**src/design/scmc_pkg.sv**
```systemverilog
// constants, types and helpers shared by the system clock mode control block
package scmc_pkg;

  // ************************************************************
  // timing
  // ************************************************************
  localparam int CLK_HZ = 10_000_000;
  localparam int HS_2M_HZ = 2_000_000;
  localparam int HS_4M_HZ = 4_000_000;
  localparam int HS_8M_HZ = 8_000_000;
  localparam int LS_HZ = 32_000;
  localparam logic [8:0] HS_PER_2M = 9'(CLK_HZ / HS_2M_HZ);
  localparam logic [8:0] HS_PER_4M = 9'(CLK_HZ / HS_4M_HZ);
  localparam logic [8:0] HS_PER_8M = 9'(CLK_HZ / HS_8M_HZ);
  localparam logic [8:0] LS_PER = 9'(CLK_HZ / LS_HZ);
  localparam int HS_START_NS = 16_000;
  localparam int LS_START_NS = 100_000;
  localparam int HS_START_CYC = (HS_START_NS * (CLK_HZ / 1_000_000) + 999) / 1000;
  localparam int LS_START_CYC = (LS_START_NS * (CLK_HZ / 1_000_000) + 999) / 1000;

  // ************************************************************
  // register map and fields
  // ************************************************************
  localparam logic [7:0] ADDR_SCC = 8'h00;
  localparam logic [7:0] ADDR_HSC = 8'h04;
  localparam logic [7:0] ADDR_STAT = 8'h08;
  localparam int SCC_SEL_LSB = 5;
  localparam int SCC_HSIDLE_BIT = 1;
  localparam int SCC_LSIDLE_BIT = 0;
  localparam int HSC_FREQ_LSB = 2;
  localparam int HSC_STABLE_BIT = 1;
  localparam int HSC_ON_BIT = 0;
  localparam int STAT_MODE_LSB = 0;
  localparam int STAT_CUR_LSB = 4;
  localparam int STAT_LSOK_BIT = 8;
  localparam int STAT_PEND_BIT = 9;
  localparam logic [2:0] SCC_SEL_RST = 3'h7;
  localparam logic SCC_IDLE_RST = 1'b0;
  localparam logic [1:0] HSC_FREQ_RST = 2'h0;
  localparam logic HSC_ON_RST = 1'b0;
  localparam logic [2:0] SEL_SUB = 3'h7;

  typedef enum logic [2:0] {
    MODE_FAST, MODE_SLOW, MODE_SLEEP, MODE_IDLE_LOW_ONLY, MODE_IDLE_BOTH_OSC, MODE_IDLE_HIGH_ONLY
  } scmc_mode_t;

  // low bits of the high tick counter that must be all ones for one divided pulse
  function automatic logic [5:0] ratio_mask(input logic [2:0] sel);
    ratio_mask = 6'((7'h01 << sel) - 7'h01);
  endfunction

  function automatic logic [8:0] hs_period(input logic [1:0] freq);
    unique case (freq)
      2'h1: hs_period = HS_PER_4M;
      2'h2: hs_period = HS_PER_8M;
      default: hs_period = HS_PER_2M;
    endcase
  endfunction

endpackage

```
**src/design/scmc_osc_if.sv**
```systemverilog
// oscillator control and status bundle between the control logic and an rc oscillator
`timescale 1ns/10ps
interface scmc_osc_if;
  logic on;
  logic restart;
  logic [8:0] period;
  logic tick;
  logic stable;
  modport osc (input on, input restart, input period, output tick, output stable);
  modport ctl (output on, output restart, output period, input tick, input stable);
endinterface

```
**src/design/scmc_rc_osc.sv**
```systemverilog
// rc oscillator stand-in: start-up delay, stable flag and a tick enable at its rate
`timescale 1ns/10ps
module scmc_rc_osc #(
  parameter int START_CYC = 16
) (
  input wire logic clk,
  input wire logic reset,
  scmc_osc_if.osc osc
);
  logic [11:0] startCnt_r;
  logic stable_r;
  logic [8:0] per_r;
  logic [8:0] perCnt_r;
  logic tick_r;

  // ************************************************************
  // start-up; the period is latched here so a new rate waits for stable
  // ************************************************************
  always_ff @(posedge clk or posedge reset) begin
    if (reset) begin
      startCnt_r <= 12'h000;
      stable_r <= 1'b0;
      per_r <= 9'h001;
    end else if (!osc.on || osc.restart) begin
      startCnt_r <= 12'h000;
      stable_r <= 1'b0;
      per_r <= osc.period;
    end else if (!stable_r) begin
      // the rate register settles in the same edge as the restart, so keep following it
      per_r <= osc.period;
      if (startCnt_r == 12'(START_CYC - 1)) begin
        stable_r <= 1'b1;
      end
      startCnt_r <= startCnt_r + 12'h001;
    end
  end

  // ************************************************************
  // tick generation
  // ************************************************************
  always_ff @(posedge clk or posedge reset) begin
    if (reset) begin
      perCnt_r <= 9'h000;
      tick_r <= 1'b0;
    end else if (!osc.on || !stable_r) begin
      perCnt_r <= 9'h000;
      tick_r <= 1'b0;
    end else begin
      tick_r <= (perCnt_r == per_r - 9'h001);
      perCnt_r <= (perCnt_r == per_r - 9'h001) ? 9'h000 : perCnt_r + 9'h001;
    end
  end

  assign osc.tick = tick_r;
  assign osc.stable = stable_r;
endmodule

```
**src/design/scmc_sys_div.sv**
```systemverilog
// system clock divider and source switch, changing only on a period boundary
`timescale 1ns/10ps
module scmc_sys_div
  import scmc_pkg::*;
(
  input wire logic clk,
  input wire logic reset,
  input wire logic hsTick,
  input wire logic subTick,
  input wire logic [2:0] reqSel,
  output logic [2:0] curSel,
  output logic sysTick
);
  logic [2:0] curSel_r;
  logic [5:0] cnt_r;
  logic sysTick_r;
  logic pulse;

  always_comb begin
    if (curSel_r == SEL_SUB) begin
      pulse = subTick;
    end else begin
      pulse = hsTick && ((cnt_r & ratio_mask(curSel_r)) == ratio_mask(curSel_r));
    end
  end

  // a stopped source freezes the switch too; the controller keeps the old one running in fast and slow mode, and when halted only if its idle bit is set
  always_ff @(posedge clk or posedge reset) begin
    if (reset) begin
      curSel_r <= SCC_SEL_RST;
      cnt_r <= 6'h00;
      sysTick_r <= 1'b0;
    end else begin
      sysTick_r <= pulse;
      if (pulse) begin
        curSel_r <= reqSel;
        cnt_r <= 6'h00;
      end else if (hsTick) begin
        cnt_r <= cnt_r + 6'h01;
      end
    end
  end

  assign curSel = curSel_r;
  assign sysTick = sysTick_r;
endmodule

```
**src/design/scmc_top.sv**
```systemverilog
// system clock mode control: apb registers, operating modes and clock gating
//
// Chosen here: the address map and the APB register port.
`timescale 1ns/10ps
module scmc_top
  import scmc_pkg::*;
#(
  parameter int HS_START = HS_START_CYC,
  parameter int LS_START = LS_START_CYC
) (
  input wire logic clk,
  input wire logic reset,
  input wire logic psel,
  input wire logic penable,
  input wire logic pwrite,
  input wire logic [7:0] paddr,
  input wire logic [31:0] pwdata,
  output logic [31:0] prdata,
  output logic pready,
  output logic pslverr,
  input wire logic cpuHalt,
  input wire logic wakeUp,
  input wire logic watchdogEn,
  output logic cpuClkEn,
  output logic sysClkEn,
  output logic highClkEn,
  output logic subClkEn,
  output logic lowOscClkEn,
  output logic hsOscRun,
  output logic lsOscRun,
  output logic [2:0] opMode
);

  // ************************************************************
  // declarations
  // ************************************************************
  logic [2:0] sysClkSel_r;
  logic hsIdleEn_r;
  logic lsIdleEn_r;
  logic [1:0] hsFreqSel_r;
  logic hsOscOnBit_r;
  logic [2:0] activeSel_r;
  scmc_mode_t mode_r;
  scmc_mode_t mode_nxt;
  logic [31:0] prdata_r;
  logic [2:0] curSel;
  logic sysTick;
  logic running;
  logic hsNeeded;
  logic subRun;
  logic setupPh;
  logic accessPh;
  logic wrScc;
  logic wrHsc;
  logic hsRestart;

  scmc_osc_if hsIf();
  scmc_osc_if lsIf();

  function automatic logic addr_mapped(input logic [7:0] a);
    addr_mapped = (a == ADDR_SCC) || (a == ADDR_HSC) || (a == ADDR_STAT);
  endfunction

  // ************************************************************
  // apb slave
  // ************************************************************
  assign setupPh = psel && !penable;
  assign accessPh = psel && penable;
  assign wrScc = accessPh && pwrite && (paddr == ADDR_SCC);
  assign wrHsc = accessPh && pwrite && (paddr == ADDR_HSC);
  assign pready = 1'b1;
  // the status word is read only, so writing it is flagged like a hole in the map
  assign pslverr = accessPh && (!addr_mapped(paddr) || (pwrite && paddr == ADDR_STAT));

  always_ff @(posedge clk or posedge reset) begin
    if (reset) begin
      prdata_r <= 32'h0000_0000;
    end else if (setupPh && !pwrite) begin
      prdata_r <= 32'h0000_0000;
      unique case (paddr)
        ADDR_SCC: begin
          prdata_r[SCC_SEL_LSB +: 3] <= sysClkSel_r;
          prdata_r[SCC_HSIDLE_BIT] <= hsIdleEn_r;
          prdata_r[SCC_LSIDLE_BIT] <= lsIdleEn_r;
        end
        ADDR_HSC: begin
          prdata_r[HSC_FREQ_LSB +: 2] <= hsFreqSel_r;
          prdata_r[HSC_STABLE_BIT] <= hsIf.stable;
          prdata_r[HSC_ON_BIT] <= hsOscOnBit_r;
        end
        ADDR_STAT: begin
          prdata_r[STAT_MODE_LSB +: 3] <= mode_r;
          prdata_r[STAT_CUR_LSB +: 3] <= curSel;
          prdata_r[STAT_LSOK_BIT] <= lsIf.stable;
          prdata_r[STAT_PEND_BIT] <= (activeSel_r != sysClkSel_r) || (curSel != activeSel_r);
        end
        default: begin
          prdata_r <= 32'h0000_0000;
        end
      endcase
    end
  end

  assign prdata = prdata_r;

  // ************************************************************
  // clock control register
  // ************************************************************
  always_ff @(posedge clk or posedge reset) begin
    if (reset) begin
      sysClkSel_r <= SCC_SEL_RST;
      hsIdleEn_r <= SCC_IDLE_RST;
      lsIdleEn_r <= SCC_IDLE_RST;
    end else if (wrScc) begin
      sysClkSel_r <= pwdata[SCC_SEL_LSB +: 3];
      hsIdleEn_r <= pwdata[SCC_HSIDLE_BIT];
      lsIdleEn_r <= pwdata[SCC_LSIDLE_BIT];
    end
  end

  // ************************************************************
  // fast oscillator control register
  // ************************************************************
  always_ff @(posedge clk or posedge reset) begin
    if (reset) begin
      hsFreqSel_r <= HSC_FREQ_RST;
      hsOscOnBit_r <= HSC_ON_RST;
    end else if (wrHsc) begin
      hsFreqSel_r <= pwdata[HSC_FREQ_LSB +: 2];
      hsOscOnBit_r <= pwdata[HSC_ON_BIT];
    end
  end

  // turning the oscillator on or retuning it drops the stable flag until it settles
  assign hsRestart = wrHsc && ((pwdata[HSC_ON_BIT] && !hsOscOnBit_r) ||
                               (pwdata[HSC_FREQ_LSB +: 2] != hsFreqSel_r));

  // ************************************************************
  // source handover: the new source must be stable first
  // ************************************************************
  always_ff @(posedge clk or posedge reset) begin
    if (reset) begin
      activeSel_r <= SCC_SEL_RST;
    end else if (sysClkSel_r != activeSel_r) begin
      if (sysClkSel_r == SEL_SUB) begin
        if (lsIf.stable) begin
          activeSel_r <= SEL_SUB;
        end
      end else if (hsIf.stable) begin
        activeSel_r <= sysClkSel_r;
      end
    end
  end

  // ************************************************************
  // operating mode
  // ************************************************************
  assign running = (mode_r == MODE_FAST) || (mode_r == MODE_SLOW);

  always_comb begin
    mode_nxt = mode_r;
    unique case (mode_r)
      MODE_FAST, MODE_SLOW: begin
        if (cpuHalt) begin
          unique case ({hsIdleEn_r, lsIdleEn_r})
            2'b00: mode_nxt = MODE_SLEEP;
            2'b01: mode_nxt = MODE_IDLE_LOW_ONLY;
            2'b11: mode_nxt = MODE_IDLE_BOTH_OSC;
            2'b10: mode_nxt = MODE_IDLE_HIGH_ONLY;
          endcase
        end else begin
          mode_nxt = (curSel == SEL_SUB) ? MODE_SLOW : MODE_FAST;
        end
      end
      MODE_SLEEP, MODE_IDLE_LOW_ONLY, MODE_IDLE_BOTH_OSC, MODE_IDLE_HIGH_ONLY: begin
        if (wakeUp) begin
          mode_nxt = (curSel == SEL_SUB) ? MODE_SLOW : MODE_FAST;
        end
      end
    endcase
  end

  always_ff @(posedge clk or posedge reset) begin
    if (reset) begin
      mode_r <= MODE_SLOW;
    end else begin
      mode_r <= mode_nxt;
    end
  end

  assign opMode = mode_r;

  // ************************************************************
  // oscillators
  // ************************************************************
  // in fast and slow mode the outgoing high source stays on until the divider has left it, or the switch hangs
  assign hsNeeded = (curSel != SEL_SUB) || (activeSel_r != SEL_SUB) || (sysClkSel_r != SEL_SUB);

  always_comb begin
    if (running) begin
      hsIf.on = hsOscOnBit_r || hsNeeded;
    end else begin
      hsIf.on = hsIdleEn_r;
    end
  end

  assign hsIf.restart = hsRestart;
  assign hsIf.period = hs_period(hsFreqSel_r);
  // the raw slow oscillator only ever stops in sleep with the watchdog off
  assign lsIf.on = (mode_r != MODE_SLEEP) || watchdogEn;
  assign lsIf.restart = 1'b0;
  assign lsIf.period = LS_PER;

  scmc_rc_osc #(
    .START_CYC(HS_START)
  ) u_hs_osc (
    .clk(clk),
    .reset(reset),
    .osc(hsIf)
  );

  scmc_rc_osc #(
    .START_CYC(LS_START)
  ) u_ls_osc (
    .clk(clk),
    .reset(reset),
    .osc(lsIf)
  );

  // ************************************************************
  // clock gating
  // ************************************************************
  assign subRun = running || lsIdleEn_r;

  scmc_sys_div u_div (
    .clk(clk),
    .reset(reset),
    .hsTick(hsIf.tick),
    .subTick(lsIf.tick && subRun),
    .reqSel(activeSel_r),
    .curSel(curSel),
    .sysTick(sysTick)
  );

  assign sysClkEn = sysTick && (mode_r != MODE_SLEEP);
  assign cpuClkEn = sysTick && running;
  assign highClkEn = hsIf.tick;
  assign subClkEn = lsIf.tick && subRun;
  assign lowOscClkEn = lsIf.tick;
  assign hsOscRun = hsIf.on;
  assign lsOscRun = lsIf.on;

endmodule

```
**config.mk**
```make
export PLATFORM = sky130hd
export DESIGN_NAME = scmc_top
export DESIGN_NICKNAME = d
export VERILOG_FILES = /design/src/design/scmc_pkg.sv /design/src/design/scmc_osc_if.sv /design/src/design/scmc_rc_osc.sv /design/src/design/scmc_sys_div.sv /design/src/design/scmc_top.sv
export SDC_FILE = /design/constraint.sdc
export NUM_CORES = 1
export LEC_CHECK = 0
export ABC_AREA = 1
export BUFFER_PORTS_ARGS = -buffer_cell sky130_fd_sc_hd__buf_2
export CORE_MARGIN = 2
export CORE_UTILIZATION = 51
export DETAILED_ROUTE_END_ITERATION = 6
export MAX_ROUTING_LAYER = met4
export PLACE_DENSITY = 0.78
export SLEW_MARGIN = 20
export SYNTH_ARGS = -nofsm -noshare
export SYNTH_HDL_FRONTEND = slang
export SYNTH_SLANG_ARGS = --single-unit
export TNS_END_PERCENT = 100
```
**constraint.sdc**
```tcl
create_clock -name clk -period 2.5 [get_ports clk]
set_input_delay 0.25 -clock clk [delete_from_list [all_inputs] [get_ports clk]]
set_output_delay 0.25 -clock clk [all_outputs]
set_load 0.01 [all_outputs]
```
==> impl_metrics.toml, run 1 <==
[logic_synthesis]
async_reset_ff_share_pct = 100
synth_area_leaders = "dfrtp_1, nand2_1, nor2_1"
ys_seq_area_share_pct = 43.4
synth_top_area_share_pct = 37.0
synth_flop_cell = "dfrtp_1"
yosys_warnings = 0
syn_area_um2 = 4940
avgSynthCellArea_um2 = 7.79
ys_top_cells_by_count = "nand2_1, nor2_1, inv_1"
synth.distinct_cells = 43
synth.most_common_cell = "nand2_1"
syn-instance-count = 634
synth_edf_count = 0
yosysTopAreaCell = "dfrtp_1"
ys_ff_latch = 85

[die]
coreArea_um2 = 9330
die-height_um = 102
num_rows = 35
fp.dieW_um = 102
initial_core_util_pct = 52.9
io_pins = 92
dieArea_um2 = 10500

[routing]
vias_per_cell = 4.91
firstDrtPassIters = 4
drc = 0
wirelength_um = 10200
drt_iter0_drc = 150
ant_nets = 0
wl_per_cell_um = 12.4
vias = 4018

[cells_and_area]
drive_gt1_share_pct = 15.5
ff_latch_area_um2 = 2140
diodes = 0
multi_input_area_um2 = 2310
final_nets = 747
final_cells = 818
fill_cells = 863
area_growth_pct = 9.53

[clock_network]
clkLatencyLatePin_ps = 380
path_clk_slew_ps = 100
cts-htree-levels = 3
cts_sinks = 85
cts_made_buffers = 9
post-cts-setup-buffers = 0
clk_path_buf_depth = 2
root_buffer = "clkbuf_8"
cts_tree = "done"

[global_routing]
grt_pass1_wl_um = 17400
overflow = 0
grt_max_degree = 34
antenna_found_initial = 0
first_global_vias = 3884
grt_usage_pct = 21.8

[timing]
slew_viol_final = 0
clock.fmax_mhz = 497
hold_viol = 0
fin_ws_ps = 488
fin_skew_ps = 18.9
final-setup-viol-count = 0
period_share_pct = 80.5
rsz0062_at_grt = "false"
post-route-min-period_ps = 2010
tns_ps = 0

[worst_setup_path]
crit_family = "simple AND/OR/NAND/NOR gates"
crit_path_start_kind = "flop"
cpPeakStageDelay_ps = 600
cp.arrival_ps = 1760
r2r_slack_ps = 650
endpoint_kind = "output pin"
cp_max_fo = 6
cp_cell_sequence = "nand2_1 > nor2_2 > nand3_1 > nand2_1 > inv_1 > buf_2"
path_buf_inv = 2
path_class = "flop to output pin"
critical_path_required_ps = 2250
crit_top_cell = "nand2_1"
crit_path_top_delay_cell = "dfstp_2"

[place]
post-dp-hpwl_um = 7730
dp_worst_setup_slack_ps = 651
port_buffers = 43
dp.cells = 801
routabilityCongestion = 0.855

[status]
status = "finished, final reports clean"

[worst_hold_path]
worst_hold_path_type = "input port to flop"

[flow_run]
maxCapViolCount = 0

[pwr]
vdd_drop_max_mv = 0.318
p_per_area_nw_per_um2 = 776
p_leak_nw = 2.86
==> cell usage in the layout, fill, tap and decap left out, drive strengths merged, types with 3 or more instances in the layout <==
cell type    n
nand4        6
o21bai       3
dfstp       12
nand3       43
xor2        20
xnor2       10
a31oi        3
o211ai       3
nor3        14
inv         91
ha          15
conb        23
nand2      159
buf         46
nor2       101
dfrtp       73
a21oi       17
clkbuf      10
o21ai       23
==> per-layer routing <==
metal / share of wire, % / vias up / routed length, um / GRT usage (%)
met2: 48 / 81 / 4830 / 34.9
met1: 47 / 1898 / 4820 / 28.2
met4: 1.4 / 0 / 138 / 6.56
li1: - / 2026 / - / -
met5: 0 / - / 0 / -
met3: 3.7 / 13 / 378 / 4.45
==> flip-flops by register name, summed over array words and instances, names as in the netlist, 6 cells and up <==
name / flops
prdata: 10
u_ls_osc.perCnt_r: 9
u_hs_osc.perCnt_r: 9
u_hs_osc.startCnt_r: 12
u_ls_osc.startCnt_r: 12
u_div.cnt_r: 6
==> timing repair <==
action                    in CTS  in global routing
hold endpoints to repair      23                  0
hold buffers                   1                  0
gates resized for setup        0                  0
==> final timing paths <==
path | cells past startpoint | to | from
setup / recovery | 6 | hsOscRun | u_div.curSel[1]$_DFFE_PP1P_
hold / removal | 3 | sysClkSel_r[0]$_DFFE_PP1P_ | pwdata[5]
setup reg to reg | 9 | u_hs_osc.perCnt_r[7]$_DFF_PP0_ | u_hs_osc.per_r[0]$_DFFE_PP1P_
hold reg to reg | 2 | u_hs_osc.per_r[0]$_DFFE_PP1P_ | u_hs_osc.per_r[0]$_DFFE_PP1P_
max in group asynchronous | 4 | u_div.curSel[0]$_DFFE_PP1P_ | reset
min in group asynchronous | 3 | u_ls_osc.startCnt_r[10]$_DFFE_PP0N_ | reset
==> power by group <==
| group | internal [mW] | switching, mW |
|---|---|---|
| logic | 0.471 | 0.706 |
| clock network | 0.471 | 0.529 |
| registers | 1.68 | 0.335 |
| total | 2.62 | 1.57 |
==> area by class of cell <==
cell class / instances / area share [%]
clock buffers: 10 / 2.36
repair buffers: 47 / 4.58
clock inverters: 6 / 1.32
well taps: 129 / 2.99
flip-flops and latches: 85 / 39.6
multi-input cells: 451 / 42.8
inverters: 90 / 6.32
==> per-stage QoR <==
step           util (%)  cell area (um2)  total power, mW  hold slack (ps)
6_report           58.0             5410             4.19             98.7
5_1_grt            58.0             5410             4.52              114
4_1_cts            58.0             5410             4.22             95.8
3_5_place_dp       55.7             5200             3.21              283
3_3_place_gp       55.7             5200             3.14              282
2_1_floorplan         -             5010             2.96              359
==> worst min-delay path, cell delays in order <==
cell and delay, ps:
buf_2 100, nor2_1 90, a21oi_1 50
==> kinds of logic (layout without fill, tap and decap cells) <==
family	after synthesis	in the layout	synth area share [%]
compound gates	53	53	6.08
fa+ha+maj	15	15	3.80
flops	85	85	43.4
other cells	2	23	0.152
buf+inv	119	153	11.3
mux	2	2	0.431
xor+xnor	30	30	5.32
simple gates	328	328	29.5
Note: power is estimated with default switching activity, not from simulation.
==> run 2: changes to the inputs <==
--- a/config.mk
+++ b/config.mk
@@ -8,10 +8,10 @@
 export ABC_AREA = 1
 export BUFFER_PORTS_ARGS = -buffer_cell sky130_fd_sc_hd__buf_2
 export CORE_MARGIN = 2
-export CORE_UTILIZATION = 51
+export CORE_UTILIZATION = 56
 export DETAILED_ROUTE_END_ITERATION = 6
 export MAX_ROUTING_LAYER = met4
-export PLACE_DENSITY = 0.78
+export PLACE_DENSITY = 0.81
 export SLEW_MARGIN = 20
 export SYNTH_ARGS = -nofsm -noshare
 export SYNTH_HDL_FRONTEND = slang
==> constraint.sdc (replaced) <==
create_clock -name clk -period 2 [get_ports clk]
set_input_delay 0.2 -clock clk [delete_from_list [all_inputs] [get_ports clk]]
set_output_delay 0.2 -clock clk [all_outputs]
set_load 0.01 [all_outputs]
==> run 2 against run 1 <==
Sequential share of layout area unchanged. Via count increased by 1.4%. Setup slack got worse by 360 ps. Register-to-register slack worse by 490 ps. Worst hold slack worse by 18 ps. First-iteration DRC count is 29% higher. Clock-buffer cell count increased by 2. Final cell count fell by 2.3%. Critical path type unchanged.
==> impl_metrics.toml, run 2 (synthesis gave the netlist of run 1 again) <==
[die]
dieArea_um2 = 9580
die-height_um = 97.9
fp.dieW_um = 97.9
io_pins = 92
num_rows = 34
coreArea_um2 = 8640
initial_core_util_pct = 57.2

[worst_setup_path]
path_class = "flop to output pin"
r2r_cells = 9
crit_path_start_kind = "flop"
crit_family = "flip-flops"
r2r-end = "u_hs_osc.perCnt_r[7]$_DFF_PP0_"
path_buf_inv = 3
cpPeakStageDelay_ps = 590
cp_cell_sequence = "inv_1 > nor2_2 > nand3_1 > nand2_1 > inv_1 > buf_2"
crit_top_cell = "inv_1"
endpoint_kind = "output pin"
r2r-start = "u_hs_osc.per_r[0]$_DFFE_PP1P_"
critical_path_required_ps = 1800
r2r_slack_ps = 160
cp.arrival_ps = 1680
crit_path_top_delay_cell = "dfstp_2"
cp_max_fo = 5

[clock_network]
path_clk_slew_ps = 90
cts_tree = "done"
post-cts-setup-buffers = 0
clk_path_buf_depth = 2
cts-htree-levels = 3
root_buffer = "clkbuf_8"
cts_made_buffers = 9
clkLatencyLatePin_ps = 350
cts_sinks = 85

[timing]
fin_skew_ps = 10.8
final-setup-viol-count = 0
period_share_pct = 93.8
hold_viol = 0
slew_viol_final = 0
post-route-min-period_ps = 1880
rsz0062_at_grt = "false"
clock.fmax_mhz = 533
tns_ps = 0

[routing]
wirelength_um = 10200
highest-signal-layer = "met4"
wl_met1_um = 4420
wl_met2_um = 5040
wl_per_cell_um = 12.7
vias_per_cell = 5.10
met3_length_um = 514
ant_nets = 0
firstDrtPassIters = 5
drc = 0
drt_iter0_drc = 193
vias = 4076

[place]
post-dp-hpwl_um = 7760
routabilityCongestion = 0.869
port_buffers = 43

[cells_and_area]
final_nets = 748
fill_cells = 763
multi_input_area_um2 = 2320
drive_gt1_share_pct = 15.5
area_growth_pct = 9.53
final_cell_mix = "nand2_1, nor2_1, inv_1"
final_common_cell = "nand2_1"
ff_latch_area_um2 = 2140

[status]
status = "finished, final reports clean"

[pwr]
p_leak_nw = 2.87
vdd_drop_max_mv = 0.506
p_per_area_nw_per_um2 = 984
total_power_mw = 5.32

[global_routing]
first_global_vias = 3923
overflow = 0
grt_usage_pct = 23.1
grt_pass1_wl_um = 17700
antenna_found_initial = 1
grt_max_degree = 33

[worst_hold_path]
hold_end = "sysClkSel_r[2]$_DFFE_PP1P_"
hold_path_depth = 3
hold_start = "pwdata[7]"
worst_hold_path_type = "input port to flop"

[flow_run]
maxCapViolCount = 0
==> run 2: cell type report <==
type | count | share of cell area (%)
clock inverters | 4 | 1.37
clock buffers | 12 | 2.50
multi-input cells | 451 | 42.9
repair buffers | 48 | 4.72
flip-flops and latches | 85 | 39.6
well taps | 108 | 2.50
diodes | 1 | 0.0463
inverters | 90 | 6.36
==> run 2: worst min-delay path, delay by kind of cell <==
| family | cells | cell delay, ps |
|---|---|---|
| compound gates | 1 | 50 |
| buf+inv | 1 | 100 |
| simple gates | 1 | 90 |
==> run 2: worst max path at each step <==
stage	endpoint	cells past startpoint	start	slack (ps)
final	hsOscRun	6	u_div.curSel[2]$_DFFE_PP1P_	120
after global routing	hsOscRun	6	u_div.curSel[2]$_DFFE_PP1P_	40
after CTS	hsOscRun	6	u_div.curSel[0]$_DFFE_PP1P_	100
after detailed placement	u_hs_osc.perCnt_r[7]$_DFF_PP0_	11	u_hs_osc.per_r[0]$_DFFE_PP1P_	130
after global placement	u_hs_osc.perCnt_r[0]$_DFF_PP0_	9	u_hs_osc.per_r[0]$_DFFE_PP1P_	210
after floorplan	u_hs_osc.perCnt_r[0]$_DFF_PP0_	9	u_hs_osc.per_r[0]$_DFFE_PP1P_	320
==> run 2: layer usage <==
metal,vias up,global-route usage (%)
met1,1899,30.3
met2,119,37.0
li1,2035,-
met5,-,-
met4,0,7.59
met3,23,3.72
==> run 2: power by group <==
group | internal (mW) | switching [mW]
Combinational | 0.592 | 0.905
Clock | 0.706 | 0.603
Sequential | 2.10 | 0.411
==> run 2: stage by stage <==
| stage | cell area, um2 | std cells | worst slack (ps) | hold WS [ps] | util (%) |
|---|---|---|---|---|---|
| after floorplan | 5020 | 655 | 318 | 309 | - |
| after global placement | 5180 | 781 | 213 | 331 | 60.0 |
| after detailed placement | 5180 | 781 | 134 | 339 | 60.0 |
| after CTS | 5400 | 798 | 101 | 75.5 | 62.5 |
| after global routing | 5410 | 799 | 35.7 | 80.0 | 62.6 |
| final | 5410 | 799 | 125 | 80.8 | 62.6 |
==> run 2: timing repair <==
item / in CTS / in global routing
endpoints found under the hold margin: 73 / 0
endpoints found under the setup margin: 0 / 9
gates resized for setup: 0 / 1
hold buffers: 1 / 0
